==> src/rtl/adcc_pkg.sv <==
package adcc_pkg;
  // ==========================================================
  // register indexes (printed offsets) and apb byte addresses
  localparam logic [7:0] ADCC_IDX_RES_LO = 8'h78;
  localparam logic [7:0] ADCC_IDX_RES_HI = 8'h79;
  localparam logic [7:0] ADCC_IDX_CTRL_A = 8'h7a;
  localparam logic [7:0] ADCC_IDX_TRIG = 8'h7b;
  localparam logic [7:0] ADCC_IDX_MUX = 8'h7c;
  localparam int ADCC_AW = 12;
  localparam logic [11:0] ADCC_ADDR_RES_LO = {2'h0, ADCC_IDX_RES_LO, 2'h0};
  localparam logic [11:0] ADCC_ADDR_RES_HI = {2'h0, ADCC_IDX_RES_HI, 2'h0};
  localparam logic [11:0] ADCC_ADDR_CTRL_A = {2'h0, ADCC_IDX_CTRL_A, 2'h0};
  localparam logic [11:0] ADCC_ADDR_TRIG = {2'h0, ADCC_IDX_TRIG, 2'h0};
  localparam logic [11:0] ADCC_ADDR_MUX = {2'h0, ADCC_IDX_MUX, 2'h0};
  // ==========================================================
  // field positions
  localparam int ADCC_BIT_LEFT_ALIGN = 5;
  localparam int ADCC_BIT_ON = 7;
  localparam int ADCC_BIT_START = 6;
  localparam int ADCC_BIT_AUTO = 5;
  localparam int ADCC_BIT_DONE = 4;
  localparam int ADCC_BIT_IRQ_EN = 3;
  localparam int ADCC_LEFT_SHIFT = 6;
  // ==========================================================
  // reset values and cycle counts (in converter clock ticks)
  localparam logic [7:0] ADCC_RST_BYTE = 8'h00;
  localparam logic [9:0] ADCC_RST_RESULT = 10'h000;
  localparam logic [4:0] ADCC_FIRST_TICKS = 5'h19;
  localparam logic [4:0] ADCC_NORMAL_TICKS = 5'h0d;
  localparam logic [2:0] ADCC_SRC_FREE_RUN = 3'h0;
  localparam logic [4:0] ADCC_SEL_BANDGAP = 5'h1e;
  localparam logic [4:0] ADCC_SEL_GROUND = 5'h1f;
  localparam logic [1:0] ADCC_GAIN_1X = 2'h0;
  localparam logic [1:0] ADCC_GAIN_10X = 2'h1;
  localparam logic [1:0] ADCC_GAIN_200X = 2'h2;

  typedef enum logic {ADCC_PH_IDLE, ADCC_PH_CONV} adcc_phase_t;

  typedef struct packed {
    logic [7:0] input_gain_select;
    logic on;
    logic auto_trig;
    logic irq_en;
    logic [2:0] div_sel;
    logic [2:0] trig_src;
    logic done;
    logic [9:0] result;
    logic lock;
    adcc_phase_t phase;
    logic [6:0] pre_cnt;
    logic [4:0] tick_cnt;
    logic first_pending;
    logic long_conv;
    logic [4:0] act_sel;
    logic trig_prev;
  } adcc_state_t;

  typedef struct packed {
    logic [4:0] sel;
    logic diff;
    logic [1:0] gain;
  } adcc_route_t;
endpackage

==> src/rtl/adcc_top.sv <==
// Our own choice: register access over APB.
`timescale 1ns/10ps
module adcc_top
  import adcc_pkg::*;
(
  input wire logic CORE_CLK_I,
  input wire logic NRST_I,
  input wire logic PSEL_I,
  input wire logic PENABLE_I,
  input wire logic PWRITE_I,
  input wire logic [ADCC_AW-1:0] PADDR_I,
  input wire logic [31:0] PWDATA_I,
  input wire logic [3:0] PSTRB_I,
  output logic [31:0] PRDATA_O,
  output logic PREADY_O,
  output logic PSLVERR_O,
  input wire logic [7:0] TRIG_SRC_I,
  input wire logic GLOBAL_IRQ_EN_I,
  input wire logic IRQ_ACK_I,
  input wire logic [9:0] CORE_RESULT_I,
  output logic IRQ_O,
  output logic CONV_BUSY_O,
  output logic CONV_TICK_O,
  output logic [4:0] ACT_SEL_O,
  output logic ACT_DIFF_O,
  output logic [1:0] ACT_GAIN_O
);

  // ==========================================================
  // helpers
  function automatic logic [6:0] adcc_last_count(input logic [2:0] ps);
    logic [7:0] d;
    d = (ps == 3'h0) ? 8'h02 : (8'h01 << ps);
    return 7'(d - 8'h01);
  endfunction

  function automatic adcc_route_t adcc_decode(input logic [4:0] sel);
    adcc_route_t r;
    r.sel = sel;
    r.diff = (sel[4:3] != 2'h0) && (sel != ADCC_SEL_BANDGAP) && (sel != ADCC_SEL_GROUND);
    if (sel[4:3] == 2'h1) begin
      r.gain = sel[1] ? ADCC_GAIN_200X : ADCC_GAIN_10X;
    end else begin
      r.gain = ADCC_GAIN_1X;
    end
    return r;
  endfunction

  function automatic logic [15:0] adcc_align(input logic [9:0] res, input logic left);
    return left ? {res, 6'h00} : {6'h00, res};
  endfunction

  // ==========================================================
  // bus decode
  adcc_state_t s_reg;
  adcc_state_t s_next;
  logic acc;
  logic wr;
  logic rd;
  logic hit;
  logic wr_ctrl;
  logic start_req;
  logic tick;
  logic complete;
  logic trig_now;
  logic trig_edge;
  logic [15:0] res_view;
  logic res_held;
  adcc_route_t route;

  assign acc = PSEL_I & PENABLE_I;
  assign wr = acc & PWRITE_I & PSTRB_I[0];
  assign rd = acc & ~PWRITE_I;
  assign hit = (PADDR_I == ADCC_ADDR_RES_LO) || (PADDR_I == ADCC_ADDR_RES_HI) ||
               (PADDR_I == ADCC_ADDR_CTRL_A) || (PADDR_I == ADCC_ADDR_TRIG) ||
               (PADDR_I == ADCC_ADDR_MUX);
  // zero wait states keep the low/high read ordering simple to reason about
  assign PREADY_O = 1'b1;
  assign PSLVERR_O = acc & ~hit;
  assign wr_ctrl = wr && (PADDR_I == ADCC_ADDR_CTRL_A);
  assign res_view = adcc_align(s_reg.result, s_reg.input_gain_select[ADCC_BIT_LEFT_ALIGN]);
  // a low read in the completing cycle must already hold the result, or the pair tears
  assign res_held = s_reg.lock || (rd && (PADDR_I == ADCC_ADDR_RES_LO));

  always_comb begin
    PRDATA_O = 32'h0000_0000;
    if (PADDR_I == ADCC_ADDR_RES_LO) begin
      PRDATA_O = {24'h00_0000, res_view[7:0]};
    end else if (PADDR_I == ADCC_ADDR_RES_HI) begin
      PRDATA_O = {24'h00_0000, res_view[15:8]};
    end else if (PADDR_I == ADCC_ADDR_CTRL_A) begin
      PRDATA_O = {24'h00_0000, s_reg.on, (s_reg.phase == ADCC_PH_CONV), s_reg.auto_trig,
                  s_reg.done, s_reg.irq_en, s_reg.div_sel};
    end else if (PADDR_I == ADCC_ADDR_TRIG) begin
      PRDATA_O = {29'h0000_0000, s_reg.trig_src};
    end else if (PADDR_I == ADCC_ADDR_MUX) begin
      PRDATA_O = {24'h00_0000, s_reg.input_gain_select};
    end
  end

  // ==========================================================
  // conversion sequencing
  // compare with >= so a smaller divider written mid count cannot run the counter round
  assign tick = s_reg.on && (s_reg.pre_cnt >= adcc_last_count(s_reg.div_sel));
  assign complete = (s_reg.phase == ADCC_PH_CONV) && tick &&
                    (s_reg.tick_cnt == 5'((s_reg.long_conv ? ADCC_FIRST_TICKS : ADCC_NORMAL_TICKS) - 5'h01));
  // source 0 is never sampled as an edge, so entering free run cannot fire a trigger
  assign trig_now = (s_reg.trig_src != ADCC_SRC_FREE_RUN) && TRIG_SRC_I[s_reg.trig_src];
  assign trig_edge = s_reg.auto_trig && trig_now && !s_reg.trig_prev;

  always_comb begin
    logic en_now;
    logic begin_conv;
    en_now = s_reg.on;
    begin_conv = 1'b0;
    s_next = s_reg;
    s_next.trig_prev = trig_now;
    start_req = 1'b0;
    // register writes
    if (wr && (PADDR_I == ADCC_ADDR_MUX)) begin
      s_next.input_gain_select = PWDATA_I[7:0];
    end
    if (wr && (PADDR_I == ADCC_ADDR_TRIG)) begin
      s_next.trig_src = PWDATA_I[2:0];
    end
    if (wr_ctrl) begin
      en_now = PWDATA_I[ADCC_BIT_ON];
      s_next.on = PWDATA_I[ADCC_BIT_ON];
      s_next.auto_trig = PWDATA_I[ADCC_BIT_AUTO];
      s_next.irq_en = PWDATA_I[ADCC_BIT_IRQ_EN];
      s_next.div_sel = PWDATA_I[2:0];
      start_req = PWDATA_I[ADCC_BIT_START];
      if (PWDATA_I[ADCC_BIT_ON] && !s_reg.on) begin
        s_next.first_pending = 1'b1;
      end
    end
    // prescaler
    if (!en_now || (wr_ctrl && !s_reg.on)) begin
      s_next.pre_cnt = 7'h00;
    end else if (tick) begin
      s_next.pre_cnt = 7'h00;
    end else begin
      s_next.pre_cnt = 7'(s_reg.pre_cnt + 7'h01);
    end
    // done flag: clear first, a completion in the same cycle wins
    if ((wr_ctrl && PWDATA_I[ADCC_BIT_DONE]) || IRQ_ACK_I) begin
      s_next.done = 1'b0;
    end
    // result lock
    if (rd && (PADDR_I == ADCC_ADDR_RES_LO)) begin
      s_next.lock = 1'b1;
    end
    if (rd && (PADDR_I == ADCC_ADDR_RES_HI)) begin
      s_next.lock = 1'b0;
    end
    case (s_reg.phase)
      ADCC_PH_IDLE: begin
        s_next.act_sel = s_next.input_gain_select[4:0];
        begin_conv = en_now && (start_req || trig_edge);
      end
      ADCC_PH_CONV: begin
        if (tick) begin
          s_next.tick_cnt = 5'(s_reg.tick_cnt + 5'h01);
        end
        if (complete) begin
          s_next.phase = ADCC_PH_IDLE;
          s_next.done = 1'b1;
          s_next.act_sel = s_next.input_gain_select[4:0];
          if (!res_held) begin
            s_next.result = CORE_RESULT_I;
          end
          begin_conv = en_now && ((s_reg.auto_trig && (s_reg.trig_src == ADCC_SRC_FREE_RUN)) || trig_edge);
        end
      end
      default: begin
        s_next.phase = ADCC_PH_IDLE;
      end
    endcase
    if (begin_conv) begin
      s_next.phase = ADCC_PH_CONV;
      s_next.tick_cnt = 5'h00;
      s_next.long_conv = s_next.first_pending;
      s_next.first_pending = 1'b0;
      s_next.act_sel = s_next.input_gain_select[4:0];
    end
    if (!en_now) begin
      s_next.phase = ADCC_PH_IDLE;
      s_next.tick_cnt = 5'h00;
    end
  end

  always_ff @(posedge CORE_CLK_I or negedge NRST_I) begin
    if (!NRST_I) begin
      s_reg <= '{input_gain_select: ADCC_RST_BYTE, on: 1'b0, auto_trig: 1'b0, irq_en: 1'b0, div_sel: 3'h0,
                 trig_src: 3'h0, done: 1'b0, result: ADCC_RST_RESULT, lock: 1'b0,
                 phase: ADCC_PH_IDLE, pre_cnt: 7'h00, tick_cnt: 5'h00, first_pending: 1'b0,
                 long_conv: 1'b0, act_sel: 5'h00, trig_prev: 1'b0};
    end else begin
      s_reg <= s_next;
    end
  end

  // ==========================================================
  // outputs to the analog core and cpu
  assign route = adcc_decode(s_reg.act_sel);
  assign ACT_SEL_O = route.sel;
  assign ACT_DIFF_O = route.diff;
  assign ACT_GAIN_O = route.gain;
  assign CONV_BUSY_O = (s_reg.phase == ADCC_PH_CONV);
  assign CONV_TICK_O = tick;
  assign IRQ_O = s_reg.done & s_reg.irq_en & GLOBAL_IRQ_EN_I;
endmodule // adcc_top

==> config.mk <==
export PLATFORM = sky130hd
export DESIGN_NAME = adcc_top
export DESIGN_NICKNAME = d
export VERILOG_FILES = /design/src/rtl/adcc_pkg.sv /design/src/rtl/adcc_top.sv
export SDC_FILE = /design/constraint.sdc
export NUM_CORES = 1
export LEC_CHECK = 0
export BUFFER_PORTS_ARGS = -buffer_cell sky130_fd_sc_hd__buf_2
export CELL_PAD_IN_SITES_DETAIL_PLACEMENT = 0
export CELL_PAD_IN_SITES_GLOBAL_PLACEMENT = 1
export CORE_MARGIN = 10
export CORE_UTILIZATION = 37
export DETAILED_ROUTE_END_ITERATION = 10
export MAX_ROUTING_LAYER = met4
export PLACE_DENSITY = 0.86
export SYNTH_ARGS = -nofsm -noshare
export SYNTH_HDL_FRONTEND = slang
export SYNTH_SLANG_ARGS = --single-unit
==> constraint.sdc <==
create_clock -name CORE_CLK_I -period 3.7 [get_ports CORE_CLK_I]
set_input_delay 0.74 -clock CORE_CLK_I [delete_from_list [all_inputs] [get_ports CORE_CLK_I]]
set_output_delay 0.74 -clock CORE_CLK_I [all_outputs]
set_load 0.01 [all_outputs]
## Word-level counts from Yosys, hierarchy flattened

Cells that the tools add are included.

- Input bits: 73
- Register bits: 50
- Word-level logic and storage cells: 122
- Output and inout bits: 45

- Reduce and logical (&&, ||, !) cells: 38
- Bitwise gates (word level): 11
- Mux-type cells: 37
- Add/sub/neg operators: 4
- Shifts and indexed selects: 1
- Equality and inequality tests: 12
- $lt $le $gt $ge: 2

Operator list:

| kind | count |
|---|---|
| $eq 12x9->1 const B | 5 |
| $mux 8 | 5 |
| $mux 5 | 6 |
| $mux 11 | 2 |
| $mux 7 | 3 |
| $logic_and 1x1->1 | 19 |
| $mux 16 | 1 |
| $mux 1 | 13 |
| $mux 12 | 1 |
| $mux 10 | 1 |
| $ne 5x5->1 const B | 2 |
| $pmux 5 s2 | 1 |
| $logic_or 1x1->1 | 9 |
| $add 7x1->7 const B | 1 |
| $and 1x1->1 | 7 |
| $ge 7x7->1 | 1 |
| $shl 1x3->7 const A | 1 |
| $sub 7x1->7 const B | 1 |
| $logic_not 3->1 | 2 |
| $ne 3x2->1 const B | 2 |
| $add 5x1->5 const B | 1 |
| $eq 5x5->1 | 1 |
| $sub 5x1->5 const B | 1 |
| $lt 3x4->1 const B | 1 |
| 11 further kinds | 18 |

## Logic depth before layout (Yosys ltp)

- Depth in word-level cells: 11
- Gate-level depth with buffers: 13
- Gate-level depth less buffers: 11

## Worst setup path before layout

OpenSTA, ideal clock, no wires.

- Kind: reg2reg
- From: reg s_reg[38] (netlist bit)
- To: reg s_reg[22] (netlist bit)
- Stages on the path, launching flop included: 12
- Required time: 3.575 ns
- Library setup time: 0.125 ns
- Arrival time: 3.092 ns
- Slack: 0.483 ns
- Period minus slack after synthesis: 3.217 ns
- Buffers on the path: 2
- Path through: dfrtp_1 or3b_2 ha_1 xor2_1 ha_1 nand4_1 o211a_1 buf_2 or3_1 or3_1 buf_6 mux2_4

- Cells in the longest elaborated chain, start to end: 8
- Elaborated cells between the ends (all ways): 9
- Those cells by class: 1 x add/sub; 1 x order compare; 1 x shift; 1 x mux; 5 x reduce/logical

Ends and longest elaborated chain:

| item | line | text |
|---|---|---|
| from (decl) | adcc_top.sv:55 | `adcc_state_t s_reg;` |
| from (signal assigned) | adcc_top.sv:194 | `s_reg <= '{input_gain_select: ADCC_RST_BYTE, on: 1'b0, auto_trig: 1'b0, irq_en: 1'b0, div_sel: 3'h0,` |
| from (signal assigned) | adcc_top.sv:199 | `s_reg <= s_next;` |
| $logic_not 3->1 or $shl 1x3->7 (tied branches) | adcc_top.sv:33 | `d = (ps == 3'h0) ? 8'h02 : (8'h01 << ps);` |
| $mux 7 (*) | adcc_top.sv:33 |  |
| $sub 7x1->7 (*) | adcc_top.sv:34 | `return 7'(d - 8'h01);` |
| $ge 7x7->1 (*) | adcc_top.sv:104 | `assign tick = s_reg.on && (s_reg.pre_cnt >= adcc_last_count(s_reg.div_sel));` |
| $logic_and 1x1->1 (*) | adcc_top.sv:104 |  |
| $logic_and 1x1->1 (*) (2 in a row) | adcc_top.sv:105 | `assign complete = (s_reg.phase == ADCC_PH_CONV) && tick &&` |
| $reduce_and 3->1 (no line) (*) | - |  |

Every way passes the cells marked *; elsewhere a longest branch is shown, timed or not.
A chain may end at the register's enable or synchronous reset.

## Final worst setup path

- From: reg s_reg[38] (netlist bit)
- To: reg s_reg[23] (netlist bit)

Same word-level chain as after synthesis.

==> flow_summary.json <==
{
  "route.met3.wl_um": 383,
  "vias_per_cell": 5.036,
  "io_buffers": 64,
  "final_antenna_net_count": 0,
  "diodes": 0,
  "first_global_vias": 2408,
  "wl_met1_mm": 3.472,
  "finClkSkew_ns": 0.008280,
  "critPathBufInv": 1,
  "synth_area_per_cell_um2": 10.46,
  "fin_setup_tns_ns": 0,
  "fp.dieH_um": 112.1,
  "path_max_fanout": 10,
  "ys_ff_latch": 50,
  "gp_congestion": 0.8767,
  "wl_per_cell_um": 16.44,
  "reg2reg_from": "s_reg[38]",
  "coreArea_um2": 8217,
  "finalSetupViolations": 0,
  "dp_slack_ns": 0.3545,
  "synth-compound-area-share_pct": 9.729,
  "drive_above_1_share_pct": 30.30,
  "largest_register_ffs": 44,
  "end_kind": "register",
  "synth_cell_types": 59,
  "yosysSeqAreaShare_pct": 39.87,
  "worstHoldPathType": "in -> async",
  "dr.first_iter.drc_count": 164,
  "hold_viol_final": 0,
  "drv_slew": 0,
  "max_stage_delay_ns": 0.49,
  "hold_buffers": 0,
  "synth_ff_type": "dfrtp_1",
  "slew_headroom_pct": 53.41,
  "cts_tree": "yes",
  "fin_crit_sh_pct": 90.89,
  "post_cts_resize_count": 0,
  "timing.rr.end": "s_reg[23]",
  "worstMarginPinSlew_ns": 0.6936,
  "first_pass_iters": 5,
  "critPathLaunchType": "register",
  "clkTransAtPathRegs_ns": 0.09,
  "path_cells": "or3b_2 > ha_1 > xor2_1 > ha_1 > nand4_1 > o211a_1 > or3_1 > or3_1 > buf_4 > mux2_4",
  "initial_core_util_pct": 38.19,
  "syn-instance-count": 300,
  "area_delta_synth_final_pct": 13.52,
  "max_freq_mhz": 297.4,
  "fp.dieArea_um2": 12560,
  "grt_pass1_wl_mm": 12.70,
  "top_layer": "met4",
  "post_layout_nonfiller_instances": 468,
  "slowest_stage": "or3b_2",
  "synthMuxAreaShare_pct": 15.47,
  "reg2reg_slack_ns": 0.34,
  "track_usage_pct": 12.25,
  "worstSkewPairLatency_ns": 0.30,
  "ios": 118,
  "synth_edf_count": 0,
  "num_vias": 2357,
  "rsz0062_at_grt": "no",
  "placed_cells": 461,
  "htreeDepth": 2,
  "clkSinkCount": 50,
  "num_rows": 33,
  "synthSimpleGateAreaFrac_pct": 17.98,
  "ir_drop_uv": 202.2,
  "overflow": 0,
  "power_uw": 1028,
  "power_leakage_uw": 0.001760,
  "fin_util_pct": 43.35,
  "nNetsFinal": 446,
  "grt_antenna_before_repair": 0,
  "hpwl_mm": 6.283,
  "path_delay_family": "simple AND/OR/NAND/NOR gates",
  "post-cts-setup-buffers": 0,
  "powerDensity_nw_per_um2": 288.7,
  "min_period_ns": 3.363,
  "met2_length_mm": 3.815,
  "crit_type": "reg -> reg",
  "die_x_um": 112.1,
  "synth_top_family_by_area": "simple AND/OR/NAND/NOR gates",
  "routed_wl_mm": 7.695,
  "postSynth.asyncResetShare_pct": 100.0,
  "fin_ws_ns": 0.3370,
  "drc": 0,
  "max-cap-violations": 0,
  "run_status": "finished, final reports clean",
  "synth_warnings": 0,
  "final_cell_mix": "buf_2 (64), dfrtp_1 (50), conb_1 (25)",
  "clockBufferDepth": 2,
  "synth_xor_area_share_pct": 2.512,
  "synthAdderAreaFrac_pct": 3.987,
  "crit_required_ns": 3.88,
  "reg2reg_depth": 10,
  "grt_max_degree": 28,
  "root_buffer": "clkbuf_8",
  "layout_commonest_cell": "buf_2",
  "cts_made_buffers": 5,
  "cp.arrival_ns": 3.54,
  "syn-cell-area_um2": 3138
}
-- how the worst max path moves through the flow --
| stage | from | end | slack [ns] | cells after the start |
|---|---|---|---|---|
| 6_report | s_reg[38] | s_reg[23] | 0.34 | 10 |
| 3_5_place_dp | s_reg[38] | s_reg[23] | 0.35 | 10 |
| 2_1_floorplan | s_reg[38] | s_reg[22] | 0.48 | 11 |
| 5_1_grt | s_reg[38] | s_reg[23] | 0.22 | 10 |
| 3_3_place_gp | s_reg[38] | s_reg[28] | 0.37 | 10 |
| 4_1_cts | s_reg[38] | s_reg[23] | 0.34 | 10 |
-- per-stage QoR --
step	hold slack, ns	instance area, um2
global placement	0.4734	3450
detailed placement	0.4775	3450
global route	0.4700	3562
CTS	0.4576	3562
floorplan	0.4444	3224
finish	0.4401	3562
-- Yosys cell counts, types with 2 or more instances --
| master | instances | area [um2] |
|---|---|---|
| nand2b_1 | 4 | 25.02 |
| or3_1 | 2 | 12.51 |
| nor3_1 | 6 | 30.03 |
| mux2_4 | 15 | 225.2 |
| buf_4 | 32 | 240.2 |
| and2_1 | 2 | 12.51 |
| nor4_1 | 2 | 12.51 |
| dfrtp_1 | 50 | 1251 |
| mux2_1 | 9 | 101.4 |
| conb_1 | 2 | 7.510 |
| ha_1 | 10 | 125.1 |
| a22oi_1 | 11 | 82.58 |
| nor2b_1 | 2 | 12.51 |
| o21ai_0 | 3 | 15.01 |
| nor3b_1 | 4 | 30.03 |
| nand2_1 | 19 | 71.32 |
| mux2i_1 | 8 | 80.08 |
| a31oi_1 | 2 | 12.51 |
| or2_1 | 2 | 12.51 |
| mux2_2 | 5 | 56.30 |
| xor2_1 | 3 | 26.28 |
| o21ai_1 | 4 | 20.02 |
| xnor2_1 | 6 | 52.55 |
| and3_1 | 3 | 18.77 |
| nand3b_1 | 3 | 22.52 |
| a21oi_1 | 6 | 30.03 |
| nand4_1 | 5 | 31.28 |
| buf_6 | 2 | 22.52 |
| nand3_1 | 14 | 70.07 |
| a21o_1 | 2 | 15.01 |
| clkbuf_1 | 3 | 11.26 |
| inv_1 | 10 | 37.54 |
| a222oi_1 | 2 | 20.02 |
| nor2_1 | 22 | 82.58 |
-- cell families (layout without fill, tap and decap cells) --
logic type | after synthesis | count (layout)
buf+inv | 49 | 89
other cells | 2 | 25
simple gates | 100 | 100
compound gates | 42 | 42
xor+xnor | 9 | 9
mux | 38 | 38
flops | 50 | 50
fa+ha+maj | 10 | 10
-- worst reg2reg max path: stages, from the launching register on --
cell	delay [ns]
dfrtp_1	0.46
or3b_2	0.49
ha_1	0.20
xor2_1	0.16
ha_1	0.27
nand4_1	0.07
o211a_1	0.25
or3_1	0.47
or3_1	0.37
buf_4	0.20
mux2_4	0.32
-- power breakdown --
part / leakage (uW) / internal [uW] / switching [uW]
combinational: 0.00104 / 33.0 / 48.7
clock: 0.0000573 / 216 / 172
sequential: 0.000661 / 553 / 5.56
total: 0.00176 / 802 / 226
-- metal layers --
layer	vias to the layer above	track usage, %
met5	-	-
met4	0	2.284
met3	2	2.822
met2	76	19.66
met1	1144	15.53
li1	1135	-
-- area by class of cell --
cell class / instances / area (um2)
Tap cell: 105 / 131.4
Inverter: 11 / 41.29
Fill cell: 814 / 4654
Clock inverter: 1 / 30.03
Sequential cell: 50 / 1251
Clock buffer: 6 / 82.58
Timing Repair Buffer: 71 / 372.9
Multi-Input combinational cell: 224 / 1653
No activity file was read; power rests on OpenSTA's default activity.
